**src/rtl/tadsc_pkg.sv**
```systemverilog
// Shared constants and types for the touch converter serial control block.
package tadsc_pkg;

	// Control byte layout, indexed from the start bit down.
	localparam int CTRL_BITS = 8;
	localparam int RESULT_BITS = 12;
	localparam int CHAN_MSB = 6;
	localparam int CHAN_LSB = 4;
	localparam int REF_MODE_POS = 2;
	localparam int PEN_OFF_POS = 0;
	localparam logic [7:0] CTRL_START_VALUE = 8'h80;
	localparam logic [3:0] RX_COUNT_FULL = 4'h8;
	localparam logic [3:0] RX_COUNT_ONE = 4'h1;

	// Falling edge numbers of a transaction, counted from the start bit.
	localparam logic [4:0] TRACK_START_FALL = 5'h05;
	localparam logic [4:0] TRACK_END_FALL = 5'h08;
	localparam logic [4:0] BUSY_FALL = 5'h08;
	localparam logic [4:0] FIRST_DECIDE_FALL = 5'h09;
	localparam logic [4:0] LAST_DECIDE_FALL = 5'h14;
	localparam logic [4:0] DONE_FALL = 5'h15;

	// Channel codes of the control byte.
	localparam logic [2:0] CH_Y_POSITION = 3'h1;
	localparam logic [2:0] CH_X_POSITION = 3'h5;
	localparam logic [2:0] CH_AUX_A = 3'h2;
	localparam logic [2:0] CH_AUX_B = 3'h6;

	// Converter input multiplexer selection.
	typedef enum logic [2:0] {
		MUX_NONE,
		MUX_X_PLATE_POS,
		MUX_Y_PLATE_POS,
		MUX_AUX_IN_A,
		MUX_AUX_IN_B
	} tadsc_mux_t;

	// Converter reference routing.
	typedef enum logic [1:0] {
		REF_EXT_GND,
		REF_Y_PLATES,
		REF_X_PLATES
	} tadsc_ref_t;

endpackage : tadsc_pkg

```
**src/rtl/tadsc_sar.sv**
```systemverilog
// Successive-approximation register that decides one result bit per step.
`timescale 1ns/100ps
module tadsc_sar import tadsc_pkg::*; #(
	parameter int WIDTH = RESULT_BITS
) (
	// Clock and reset.
	input wire logic clock,
	input wire logic reset,
	// Step control.
	input wire logic clear,
	input wire logic step,
	input wire logic compare_high,
	// Trial code to the converter and the result so far.
	output logic [WIDTH-1:0] trial_code,
	output logic [WIDTH-1:0] result
);

	logic [WIDTH-1:0] result_r, result_nxt;
	logic [WIDTH-1:0] bit_r, bit_nxt;

	// Each step keeps or drops the bit under trial and moves one bit down.
	always_comb begin
		result_nxt = result_r;
		bit_nxt = bit_r;
		if (clear) begin
			result_nxt = '0;
			bit_nxt = {1'b1, {(WIDTH-1){1'b0}}};
		end else if (step) begin
			if (compare_high) begin
				result_nxt = result_r | bit_r;
			end
			bit_nxt = bit_r >> 1;
		end
	end

	// Registers of the approximation.
	always_ff @(posedge clock or posedge reset) begin
		if (reset) begin
			result_r <= '0;
			bit_r <= '0;
		end else begin
			result_r <= result_nxt;
			bit_r <= bit_nxt;
		end
	end

	// The trial code holds decided bits plus the bit now being tried.
	assign trial_code = result_r | bit_r;
	assign result = result_r;

endmodule : tadsc_sar

```
**src/rtl/tadsc_serial_ctrl.sv**
```systemverilog
// Serial control, channel routing and conversion sequencing of the touch converter.
//
// Contract
// - Serial input bits are taken on rising edges of serial_clock.
// - While chip select is high, input is ignored and nothing is shifted.
// - serial_out changes only on falling edges of serial_clock, and is cleared when chip select goes high.
// - serial_out and busy are released while chip select is high.
// - busy is high for exactly one serial clock period before the MSB decision.
// - serial_clock alone paces shifting and conversion steps.
// - Tracking runs from the fifth to the eighth falling edge, then holds.
// - Conversion is successive approximation, twelve bits, one per step.
// - Single-ended mode uses the external reference and ground.
// - Differential mode uses the matching plate pair as references.
// - The input multiplexer picks plates or auxiliary inputs by channel_select.
// - Channels: x_plate_pos 1, y_plate_pos 2, aux_in_a 3, aux_in_b 4.
// - Codes 001, 101, 010, 110 select Y, X, aux A, aux B; rest reserved.
// - ref_mode_select high means single-ended, low means differential.
// - Leading zeros are skipped; the first one is the start bit.
// - Differential 001 references Y plates, 101 references X plates.
// - After busy, twelve falling edges present the decisions, MSB first.
`timescale 1ns/100ps
module tadsc_serial_ctrl import tadsc_pkg::*; (
	// Clock and reset.
	input wire logic clock,
	input wire logic reset,
	// Serial port pins.
	input wire logic serial_clock,
	input wire logic chip_select_n,
	input wire logic serial_in,
	output logic serial_out,
	output logic serial_out_oe,
	output logic busy,
	output logic busy_oe,
	// Pen interrupt, open drain.
	input wire logic touch_sense,
	output logic pen_touch_irq_n_o,
	output logic pen_touch_irq_n_oe,
	// Analog front end control.
	input wire logic compare_high,
	output tadsc_mux_t mux_select,
	output tadsc_ref_t ref_select,
	output logic x_drive_on,
	output logic y_drive_on,
	output logic track_on,
	output logic [RESULT_BITS-1:0] dac_code
);

	typedef enum logic [1:0] {ST_IDLE, ST_CONTROL, ST_CONVERT, ST_DONE} tadsc_state_t;

	// Maps a channel code to the converter input.
	function automatic tadsc_mux_t chan_mux(input logic [2:0] ch);
		case (ch)
			CH_Y_POSITION: chan_mux = MUX_X_PLATE_POS;
			CH_X_POSITION: chan_mux = MUX_Y_PLATE_POS;
			CH_AUX_A: chan_mux = MUX_AUX_IN_A;
			CH_AUX_B: chan_mux = MUX_AUX_IN_B;
			default: chan_mux = MUX_NONE;
		endcase
	endfunction : chan_mux

	// Maps channel code and reference mode to the reference routing.
	function automatic tadsc_ref_t chan_ref(input logic [2:0] ch, input logic single);
		if (single) begin
			chan_ref = REF_EXT_GND;
		end else if (ch == CH_Y_POSITION) begin
			chan_ref = REF_Y_PLATES;
		end else if (ch == CH_X_POSITION) begin
			chan_ref = REF_X_PLATES;
		end else begin
			chan_ref = REF_EXT_GND;
		end
	endfunction : chan_ref

	// Two-stage synchronisers for the pins, plus a delayed copy for edges.
	logic sclk_s1_r, sclk_s2_r, sclk_d_r;
	logic cs_s1_r, cs_s2_r;
	logic din_s1_r, din_s2_r;
	logic touch_s1_r, touch_s2_r;
	logic rise_edge, fall_edge, cs_high;

	always_ff @(posedge clock or posedge reset) begin
		if (reset) begin
			sclk_s1_r <= 1'b0;
			sclk_s2_r <= 1'b0;
			sclk_d_r <= 1'b0;
			cs_s1_r <= 1'b1;
			cs_s2_r <= 1'b1;
			din_s1_r <= 1'b0;
			din_s2_r <= 1'b0;
			touch_s1_r <= 1'b0;
			touch_s2_r <= 1'b0;
		end else begin
			sclk_s1_r <= serial_clock;
			sclk_s2_r <= sclk_s1_r;
			sclk_d_r <= sclk_s2_r;
			cs_s1_r <= chip_select_n;
			cs_s2_r <= cs_s1_r;
			din_s1_r <= serial_in;
			din_s2_r <= din_s1_r;
			touch_s1_r <= touch_sense;
			touch_s2_r <= touch_s1_r;
		end
	end

	// Serial clock edges count only while chip select is low.
	assign cs_high = cs_s2_r;
	assign rise_edge = sclk_s2_r & ~sclk_d_r & ~cs_high;
	assign fall_edge = ~sclk_s2_r & sclk_d_r & ~cs_high;

	tadsc_state_t state_r, state_nxt;
	logic [CTRL_BITS-1:0] ctrl_r, ctrl_nxt;
	logic [3:0] rx_cnt_r, rx_cnt_nxt;
	logic [4:0] fall_cnt_r, fall_cnt_nxt;
	logic track_r, track_nxt;
	logic busy_r, busy_nxt;
	logic dout_r, dout_nxt;
	logic pen_en_r, pen_en_nxt;
	logic sar_clear, sar_step;
	logic [2:0] chan;
	logic single_mode, plates_on;

	assign chan = ctrl_r[CHAN_MSB:CHAN_LSB];
	assign single_mode = ctrl_r[REF_MODE_POS];

	// Sequencer: control byte reception, tracking window, busy and decisions.
	always_comb begin
		state_nxt = state_r;
		ctrl_nxt = ctrl_r;
		rx_cnt_nxt = rx_cnt_r;
		fall_cnt_nxt = fall_cnt_r;
		track_nxt = track_r;
		busy_nxt = busy_r;
		dout_nxt = dout_r;
		pen_en_nxt = pen_en_r;
		sar_clear = 1'b0;
		sar_step = 1'b0;
		if (cs_high) begin
			state_nxt = ST_IDLE;
			track_nxt = 1'b0;
			busy_nxt = 1'b0;
			dout_nxt = 1'b0;
		end else begin
			case (state_r)
				ST_IDLE, ST_DONE: begin
					if (rise_edge && din_s2_r) begin
						state_nxt = ST_CONTROL;
						ctrl_nxt = CTRL_START_VALUE;
						rx_cnt_nxt = RX_COUNT_ONE;
						fall_cnt_nxt = '0;
						sar_clear = 1'b1;
					end
				end
				ST_CONTROL, ST_CONVERT: begin
					if (rise_edge && state_r == ST_CONTROL) begin
						ctrl_nxt[CTRL_BITS - 1 - 32'(rx_cnt_r)] = din_s2_r;
						rx_cnt_nxt = rx_cnt_r + 4'h1;
						if (rx_cnt_nxt == RX_COUNT_FULL) begin
							state_nxt = ST_CONVERT;
							pen_en_nxt = ~din_s2_r; // Low pen-off bit enables the interrupt.
						end
					end
					if (fall_edge) begin
						fall_cnt_nxt = fall_cnt_r + 5'h01;
						if (fall_cnt_nxt == TRACK_START_FALL) begin
							track_nxt = 1'b1;
						end
						if (fall_cnt_nxt == TRACK_END_FALL) begin
							track_nxt = 1'b0;
						end
						busy_nxt = (fall_cnt_nxt == BUSY_FALL);
						if (fall_cnt_nxt >= FIRST_DECIDE_FALL && fall_cnt_nxt <= LAST_DECIDE_FALL) begin
							sar_step = 1'b1;
							dout_nxt = compare_high;
						end
						if (fall_cnt_nxt == DONE_FALL) begin
							dout_nxt = 1'b0;
							state_nxt = ST_DONE;
						end
					end
				end
				default: state_nxt = ST_IDLE;
			endcase
		end
	end

	// Sequencer registers.
	always_ff @(posedge clock or posedge reset) begin
		if (reset) begin
			state_r <= ST_IDLE;
			ctrl_r <= '0;
			rx_cnt_r <= '0;
			fall_cnt_r <= '0;
			track_r <= 1'b0;
			busy_r <= 1'b0;
			dout_r <= 1'b0;
			pen_en_r <= 1'b1;
		end else begin
			state_r <= state_nxt;
			ctrl_r <= ctrl_nxt;
			rx_cnt_r <= rx_cnt_nxt;
			fall_cnt_r <= fall_cnt_nxt;
			track_r <= track_nxt;
			busy_r <= busy_nxt;
			dout_r <= dout_nxt;
			pen_en_r <= pen_en_nxt;
		end
	end

	// Plates stay biased while tracking; differential keeps them through conversion.
	assign plates_on = (state_r == ST_CONTROL || state_r == ST_CONVERT)
		&& fall_cnt_r >= TRACK_START_FALL
		&& (single_mode ? fall_cnt_r < TRACK_END_FALL : fall_cnt_r <= LAST_DECIDE_FALL);

	tadsc_sar #(.WIDTH(RESULT_BITS)) u_sar (
		.clock(clock),
		.reset(reset),
		.clear(sar_clear),
		.step(sar_step),
		.compare_high(compare_high),
		.trial_code(dac_code),
		.result()
	);

	// Pin drive and analog routing outputs.
	assign serial_out = dout_r;
	assign serial_out_oe = ~cs_high;
	assign busy = busy_r;
	assign busy_oe = ~cs_high;
	assign track_on = track_r;
	assign mux_select = (state_r == ST_IDLE) ? MUX_NONE : chan_mux(chan);
	assign ref_select = chan_ref(chan, single_mode);
	assign y_drive_on = plates_on && chan == CH_Y_POSITION;
	assign x_drive_on = plates_on && chan == CH_X_POSITION;
	assign pen_touch_irq_n_o = 1'b0;
	assign pen_touch_irq_n_oe = touch_s2_r && pen_en_r
		&& (state_r == ST_IDLE || state_r == ST_DONE);
endmodule : tadsc_serial_ctrl

```
**config.mk**
```make
export PLATFORM = sky130hd
export DESIGN_NAME = tadsc_serial_ctrl
export DESIGN_NICKNAME = d
export VERILOG_FILES = /design/src/rtl/tadsc_pkg.sv /design/src/rtl/tadsc_sar.sv /design/src/rtl/tadsc_serial_ctrl.sv
export SDC_FILE = /design/constraint.sdc
export NUM_CORES = 1
export LEC_CHECK = 0
export ABC_CLOCK_PERIOD_IN_PS = 6820
export BUFFER_PORTS_ARGS = -buffer_cell sky130_fd_sc_hd__buf_2
export CORE_MARGIN = 2
export CORE_UTILIZATION = 62
export CTS_BUF_LIST = sky130_fd_sc_hd__clkbuf_16
export DETAILED_ROUTE_END_ITERATION = 10
export GPL_ROUTABILITY_DRIVEN = 0
export PLACE_DENSITY = 0.82
export SLEW_MARGIN = 30
export SYNTH_ARGS = -nofsm -noshare
export SYNTH_HDL_FRONTEND = slang
export SYNTH_SLANG_ARGS = --single-unit
export TNS_END_PERCENT = 20
```
**constraint.sdc**
```tcl
create_clock -name clock -period 6.82 [get_ports clock]
set_input_delay 0.682 -clock clock [delete_from_list [all_inputs] [get_ports clock]]
set_output_delay 0.682 -clock clock [all_outputs]
set_load 0.1 [all_outputs]
```
## Word level (Yosys, flattened, before mapping)

Cells that the tools add are included.

- Flip-flop bits (word level): 56
- Input bits: 7
- Output and inout bits: 26

- $add $sub $neg: 3
- Order comparisons: 7
- Eq/ne operators: 15
- Muxes and demuxes: 50
- Bitwise logic cells: 9
- Reduce and logical (&&, ||, !) cells: 28

Operator list:

| operator | number |
|---|---|
| $mux 12 | 5 |
| $ge 32x1->1 const B | 1 |
| $lt 32x4->1 const B | 1 |
| $mux 1 | 22 |
| $mux 2 | 9 |
| $mux 8 | 2 |
| $pmux 8 s2 | 1 |
| $or 12x12->12 | 1 |
| $pmux 3 s4 | 1 |
| $reduce_and 3->1 | 4 |
| $le 5x5->1 const B | 2 |
| $logic_and 1x1->1 | 10 |
| $mux 5 | 2 |
| $pmux 5 s2 | 1 |
| $bwmux 8 | 1 |
| $mux 4 | 2 |
| $pmux 4 s2 | 1 |
| $reduce_bool 2->1 | 4 |
| $eq 3x3->1 const B | 2 |
| $ne 2x2->1 const B | 3 |
| $reduce_bool 3->1 | 2 |
| $add 5x1->5 const B | 1 |
| $eq 5x3->1 const B | 1 |
| $eq 5x4->1 const B | 1 |
| other kinds (22) | 32 |

## Depth between registers and ports, before layout

- Depth after elaboration: 9
- Gate-level depth with buffers: 10
- Gate-level depth less buffers: 8

## Cells and area by module

From an unflattened synthesis, not the netlist that was laid out.

- Cells, all modules: 275
- Area, all modules: 2,700.1 um^2

Modules (own cells, without submodules):

| module | instances | cells an instance | area each (um^2) | sequential area each (um^2) |
|---|---|---|---|---|
| tadsc_serial_ctrl | 1 | 184 | 1,677.9 | 704.4 |
| tadsc_sar | 1 | 91 | 1,022.2 | 600.6 |

## Least setup slack after synthesis

Ideal clock, no wire load.

- Path kind: register to output
- Start: register state_r[0]
- End: output y_drive_on
- Arrival: 3.160 ns
- Slack: 2.978 ns
- Stages on the path, launching flop included: 6
- Buffers on the path: 1
- Path through: dfrtp_1 > inv_1 > ha_1 > clkbuf_1 > nand4_1 > nor3_1

- Cells in the longest elaborated chain, start to end: 5
- Elaborated cells on any way between the ends: 6

RTL lines:

| item | line | RTL |
|---|---|---|
| from (decl) | tadsc_serial_ctrl.sv:110 | `tadsc_state_t state_r, state_nxt;` |
| from (signal assigned) | tadsc_serial_ctrl.sv:198 | `state_r <= state_nxt;` |
| $eq 2x1->1 / $eq 2x2->1 (equally long branches) | tadsc_serial_ctrl.sv:210 | `assign plates_on = (state_r == ST_CONTROL \|\| state_r == ST_CONVERT)` |
| $logic_or 1x1->1 * | tadsc_serial_ctrl.sv:210 |  |
| $logic_and 1x1->1 * | tadsc_serial_ctrl.sv:211 | `&& fall_cnt_r >= TRACK_START_FALL` |
| $logic_and 1x1->1 * | tadsc_serial_ctrl.sv:212 | `&& (single_mode ? fall_cnt_r < TRACK_END_FALL : fall_cnt_r <= LAST_DECIDE_FALL);` |
| $logic_and 1x1->1 * | tadsc_serial_ctrl.sv:232 | `assign y_drive_on = plates_on && chan == CH_Y_POSITION;` |
| to (decl) | tadsc_serial_ctrl.sv:43 | `output logic y_drive_on,` |

Every way passes the cells marked *; elsewhere a longest branch is shown, timed or not.

## Worst setup path after layout

Ends and elaborated chain as after synthesis.

==> run_summary.xml <==
<?xml version="1.0" encoding="UTF-8"?>
<metrics>
  <group name="yosys">
    <metric name="synth_area" unit="um^2">2680</metric>
    <metric name="yosys.cell_types.count" unit="">53</metric>
    <metric name="postSynthNetCount" unit="">284</metric>
    <metric name="post-synth-top-area-cell" unit="">sky130_fd_sc_hd__dfrtp_1</metric>
    <metric name="synth_area_leaders" unit="">sky130_fd_sc_hd__dfrtp_1, sky130_fd_sc_hd__a22o_1, sky130_fd_sc_hd__nand2_1</metric>
    <metric name="synth_edf_count" unit="">0</metric>
    <metric name="post_synth_inst_count" unit="">270</metric>
    <metric name="postSynthRegisterBits" unit="">52</metric>
    <metric name="synth_top_cell_area_share" unit="%">45.7</metric>
    <metric name="yosysWarningCount" unit="">0</metric>
    <metric name="synthesis.area_per_instance" unit="um^2">9.93</metric>
    <metric name="synth-async-reset-ratio" unit="%">100</metric>
    <metric name="top_flip_flop_cell_by_instance_count_after_synthesis" unit="">sky130_fd_sc_hd__dfrtp_1</metric>
    <metric name="seq_area_frac_synth" unit="%">48.7</metric>
  </group>
  <group name="hold_path">
    <metric name="hold-path-endpoint" unit="">touch_s2_r</metric>
    <metric name="hold_path_startpoint" unit="">touch_s1_r</metric>
    <metric name="timing.hold.worst.class" unit="">flop to flop</metric>
    <metric name="holdPathStages" unit="">0</metric>
  </group>
  <group name="clocking">
    <metric name="cts_root_buffer" unit="">sky130_fd_sc_hd__clkbuf_16</metric>
    <metric name="cts-buffers-inserted" unit="">5</metric>
    <metric name="clock_insertion_delay_worst_skew" unit="ns">0.29</metric>
    <metric name="cts_tree" unit="">built</metric>
    <metric name="number_of_hold_buffers_added_after_cts" unit="">0</metric>
    <metric name="tritoncts_num_sinks" unit="">52</metric>
    <metric name="htree_num_levels" unit="">2</metric>
    <metric name="clkSlewWorstSetupHoldPaths" unit="ns">0.07</metric>
    <metric name="postCtsSetupBuffers" unit="">0</metric>
    <metric name="max-clock-path-buffers" unit="">2</metric>
    <metric name="ctsResizeCount" unit="">0</metric>
  </group>
  <group name="finish">
    <metric name="multiInputGateArea" unit="um^2">1220</metric>
    <metric name="n_fill_cell" unit="">295</metric>
    <metric name="area.sequential" unit="um^2">1310</metric>
    <metric name="finish.instance_area" unit="um^2">2990</metric>
    <metric name="post_route_cells_drive_above_1_share" unit="%">21.9</metric>
    <metric name="synthToLayoutAreaGrowth" unit="%">11.4</metric>
    <metric name="finalNetCount" unit="">310</metric>
    <metric name="antennaDiodeCount" unit="">0</metric>
  </group>
  <group name="routing">
    <metric name="via_count" unit="">1988</metric>
    <metric name="residual_antenna_violating_net_count_after_detailed_routing" unit="">0</metric>
    <metric name="drt_first_pass_iters" unit="">4</metric>
    <metric name="totalWireLength" unit="um">5090</metric>
    <metric name="drt_iter0_drc" unit="">260</metric>
    <metric name="final_routed_drc_violation_total" unit="">0</metric>
    <metric name="detail_route.wl_per_cell" unit="um">14.7</metric>
    <metric name="avgViaCountPerCell" unit="">5.73</metric>
  </group>
  <group name="global_routing">
    <metric name="maximum_number_of_pins_on_one_net_before_global_route_repair" unit="">53</metric>
    <metric name="grt_first_pass_wirelength" unit="um">9060</metric>
    <metric name="grt_use_total" unit="%">23.2</metric>
    <metric name="first_global_vias" unit="">1881</metric>
    <metric name="grt_overflow" unit="">0</metric>
    <metric name="antenna_found_initial" unit="">0</metric>
  </group>
  <group name="critical_path">
    <metric name="r2r-start" unit="">state_r[0]</metric>
    <metric name="timing.critical_path.to_type" unit="">output port</metric>
    <metric name="worst_ep_arrival_time" unit="ns">2.02</metric>
    <metric name="cp-start-kind" unit="">flop</metric>
    <metric name="timing.rr.end" unit="">u_sar.bit_r[9]</metric>
    <metric name="timing.reg2reg.setup_slack" unit="ns">4.18</metric>
    <metric name="reg2reg_depth" unit="">6</metric>
    <metric name="timing.setup.critical_path_class" unit="">flop to output port</metric>
    <metric name="cp_max_fo" unit="">14</metric>
    <metric name="crit_required" unit="ns">6.14</metric>
  </group>
  <group name="place">
    <metric name="detailed_place_hpwl" unit="um">3400</metric>
    <metric name="dpl_cell_area" unit="um^2">2820</metric>
    <metric name="placement.io_buffers" unit="">31</metric>
    <metric name="post-place-ws" unit="ns">4.21</metric>
  </group>
  <group name="sta">
    <metric name="layout_min_cycle_time" unit="ns">2.70</metric>
    <metric name="final.setup_skew" unit="ns">0.00554</metric>
    <metric name="final.period_utilization" unit="%">39.6</metric>
    <metric name="setup-violations-final" unit="">0</metric>
    <metric name="grt_setup_unrepaired" unit="">false</metric>
    <metric name="setup_total_negative_slack" unit="ns">0</metric>
    <metric name="worst_slew_margin_rel" unit="%">44.6</metric>
    <metric name="crit_path_setup_slack_layout" unit="ns">4.12</metric>
    <metric name="finalHoldWorstSlack" unit="ns">0.350</metric>
    <metric name="timing.final.max_slew_violations" unit="">0</metric>
    <metric name="worst_slew_pin_slew" unit="ns">0.827</metric>
    <metric name="max_freq" unit="GHz">0.370</metric>
    <metric name="final-hold-violation-count" unit="">0</metric>
  </group>
  <group name="floorplanning">
    <metric name="row_count" unit="">23</metric>
    <metric name="core-area" unit="um^2">4090</metric>
    <metric name="die_h" unit="um">69.8</metric>
    <metric name="die_w" unit="um">69.8</metric>
    <metric name="top_level_ports" unit="">33</metric>
    <metric name="initial_core_utilization" unit="%">65.6</metric>
    <metric name="design.die.area" unit="um^2">4870</metric>
  </group>
  <group name="power_and_ir_drop">
    <metric name="finalPower" unit="W">0.000669</metric>
    <metric name="power_density" unit="nW/um^2">224</metric>
    <metric name="worst_ir_drop_vdd" unit="uV">186</metric>
    <metric name="cellLeakagePower" unit="nW">1.39</metric>
  </group>
  <group name="run_status">
    <metric name="status" unit="">finished clean</metric>
  </group>
  <group name="job">
    <metric name="timing.max_cap.violations" unit="">0</metric>
  </group>
</metrics>
-- sequential cells by signal (all words and copies together), names as in the netlist, 2 cells and up --
signal and cells:
u_sar.bit_r 12, u_sar.result 12, fall_cnt_r 5, ctrl_r 4
rx_cnt_r 4, state_r 2
-- layout by cell type, fill, tap and decap left out, drive strengths merged, types with 2 or more instances in the layout --
| master | count |
|---|---|
| or2 | 12 |
| a31oi | 2 |
| mux2i | 11 |
| dfrtp | 49 |
| o31ai | 2 |
| nand4 | 3 |
| clkbuf | 5 |
| nand2 | 37 |
| a21oi | 5 |
| and2 | 2 |
| nor3b | 2 |
| inv | 20 |
| a22o | 17 |
| buf | 31 |
| nor3 | 7 |
| ha | 7 |
| xor2 | 2 |
| nor2b | 2 |
| o21ai | 22 |
| a21boi | 2 |
| dfstp | 3 |
| nand3 | 8 |
| nand2b | 8 |
| nor2 | 14 |
| nor4 | 2 |
| xnor2 | 2 |
| nand3b | 2 |
-- logic make-up after synthesis --
| group | synth area share, % |
|---|---|
| fa+ha+maj | 3.27 |
| buf+inv | 5.83 |
| simple gates | 19.7 |
| xor+xnor | 1.59 |
| compound gates | 16.7 |
| other cells | 0.140 |
| mux | 4.11 |
| flops | 48.7 |
-- worst max-delay path: stages, from the launching register on --
cell                      delay [ns]
sky130_fd_sc_hd__dfrtp_1        0.38
sky130_fd_sc_hd__inv_1          0.06
sky130_fd_sc_hd__ha_1           0.53
sky130_fd_sc_hd__nand4_1        0.16
sky130_fd_sc_hd__nor3_1         0.15
sky130_fd_sc_hd__buf_2          0.45
-- stage by stage --
stage | util (%) | instances
6_report | 73.1 | 347
3_5_place_dp | 69.0 | 339
4_1_cts | 73.1 | 347
2_1_floorplan | - | 270
3_3_place_gp | 69.0 | 339
5_1_grt | 73.1 | 347
-- metal layers --
metal  track usage (%)  part of all wire (%)
met1              32.1                    46
met2              36.8                    49
met3              4.65                   3.7
met4              7.69                   1.5
met5                 0                     0
-- power breakdown --
group	total [W]	switching, W	internal, W
Combinational	0.0000535	0.0000392	0.0000143
Clock	0.000284	0.000111	0.000172
Sequential	0.000331	0.0000141	0.000317
Total	0.000669	0.000165	0.000504
-- synth_stat cells, drive strengths merged, types with 2 or more instances --
library cell and number:
nor2b 2, a21oi 5, nor3b 2, o21ai 22
nand2b 8, o31ai 2, nand2 37, or2 12
clkbuf 4, a21boi 2, nor3 7, nand3b 2
and2 2, xor2 2, a31oi 2, nand3 8
inv 20, ha 7, mux2i 11, nand4 3
nor4 2, dfrtp 49, buf 8, nor2 14
xnor2 2, a22o 17, dfstp 3
-- worst max-delay path by stage --
stage / start / end / slack, ns / cells past startpoint
finish: state_r[0] / y_drive_on / 4.12 / 5
global route: state_r[0] / u_sar.bit_r[6] / 3.93 / 6
CTS: state_r[0] / y_drive_on / 4.11 / 5
detailed placement: state_r[0] / u_sar.bit_r[3] / 4.21 / 6
global placement: state_r[0] / u_sar.bit_r[1] / 4.24 / 6
floorplan: state_r[0] / y_drive_on / 2.98 / 5
-- area by class of cell --
cell class	instances	area share [%]
clock buffer	5	4.19
inverter	20	2.60
clock inverter	3	1.42
tap	50	2.09
timing repair buffer	31	5.19
multi-input combinational	186	40.8
sequential	52	43.7
No activity file was read; power rests on OpenSTA's default activity.
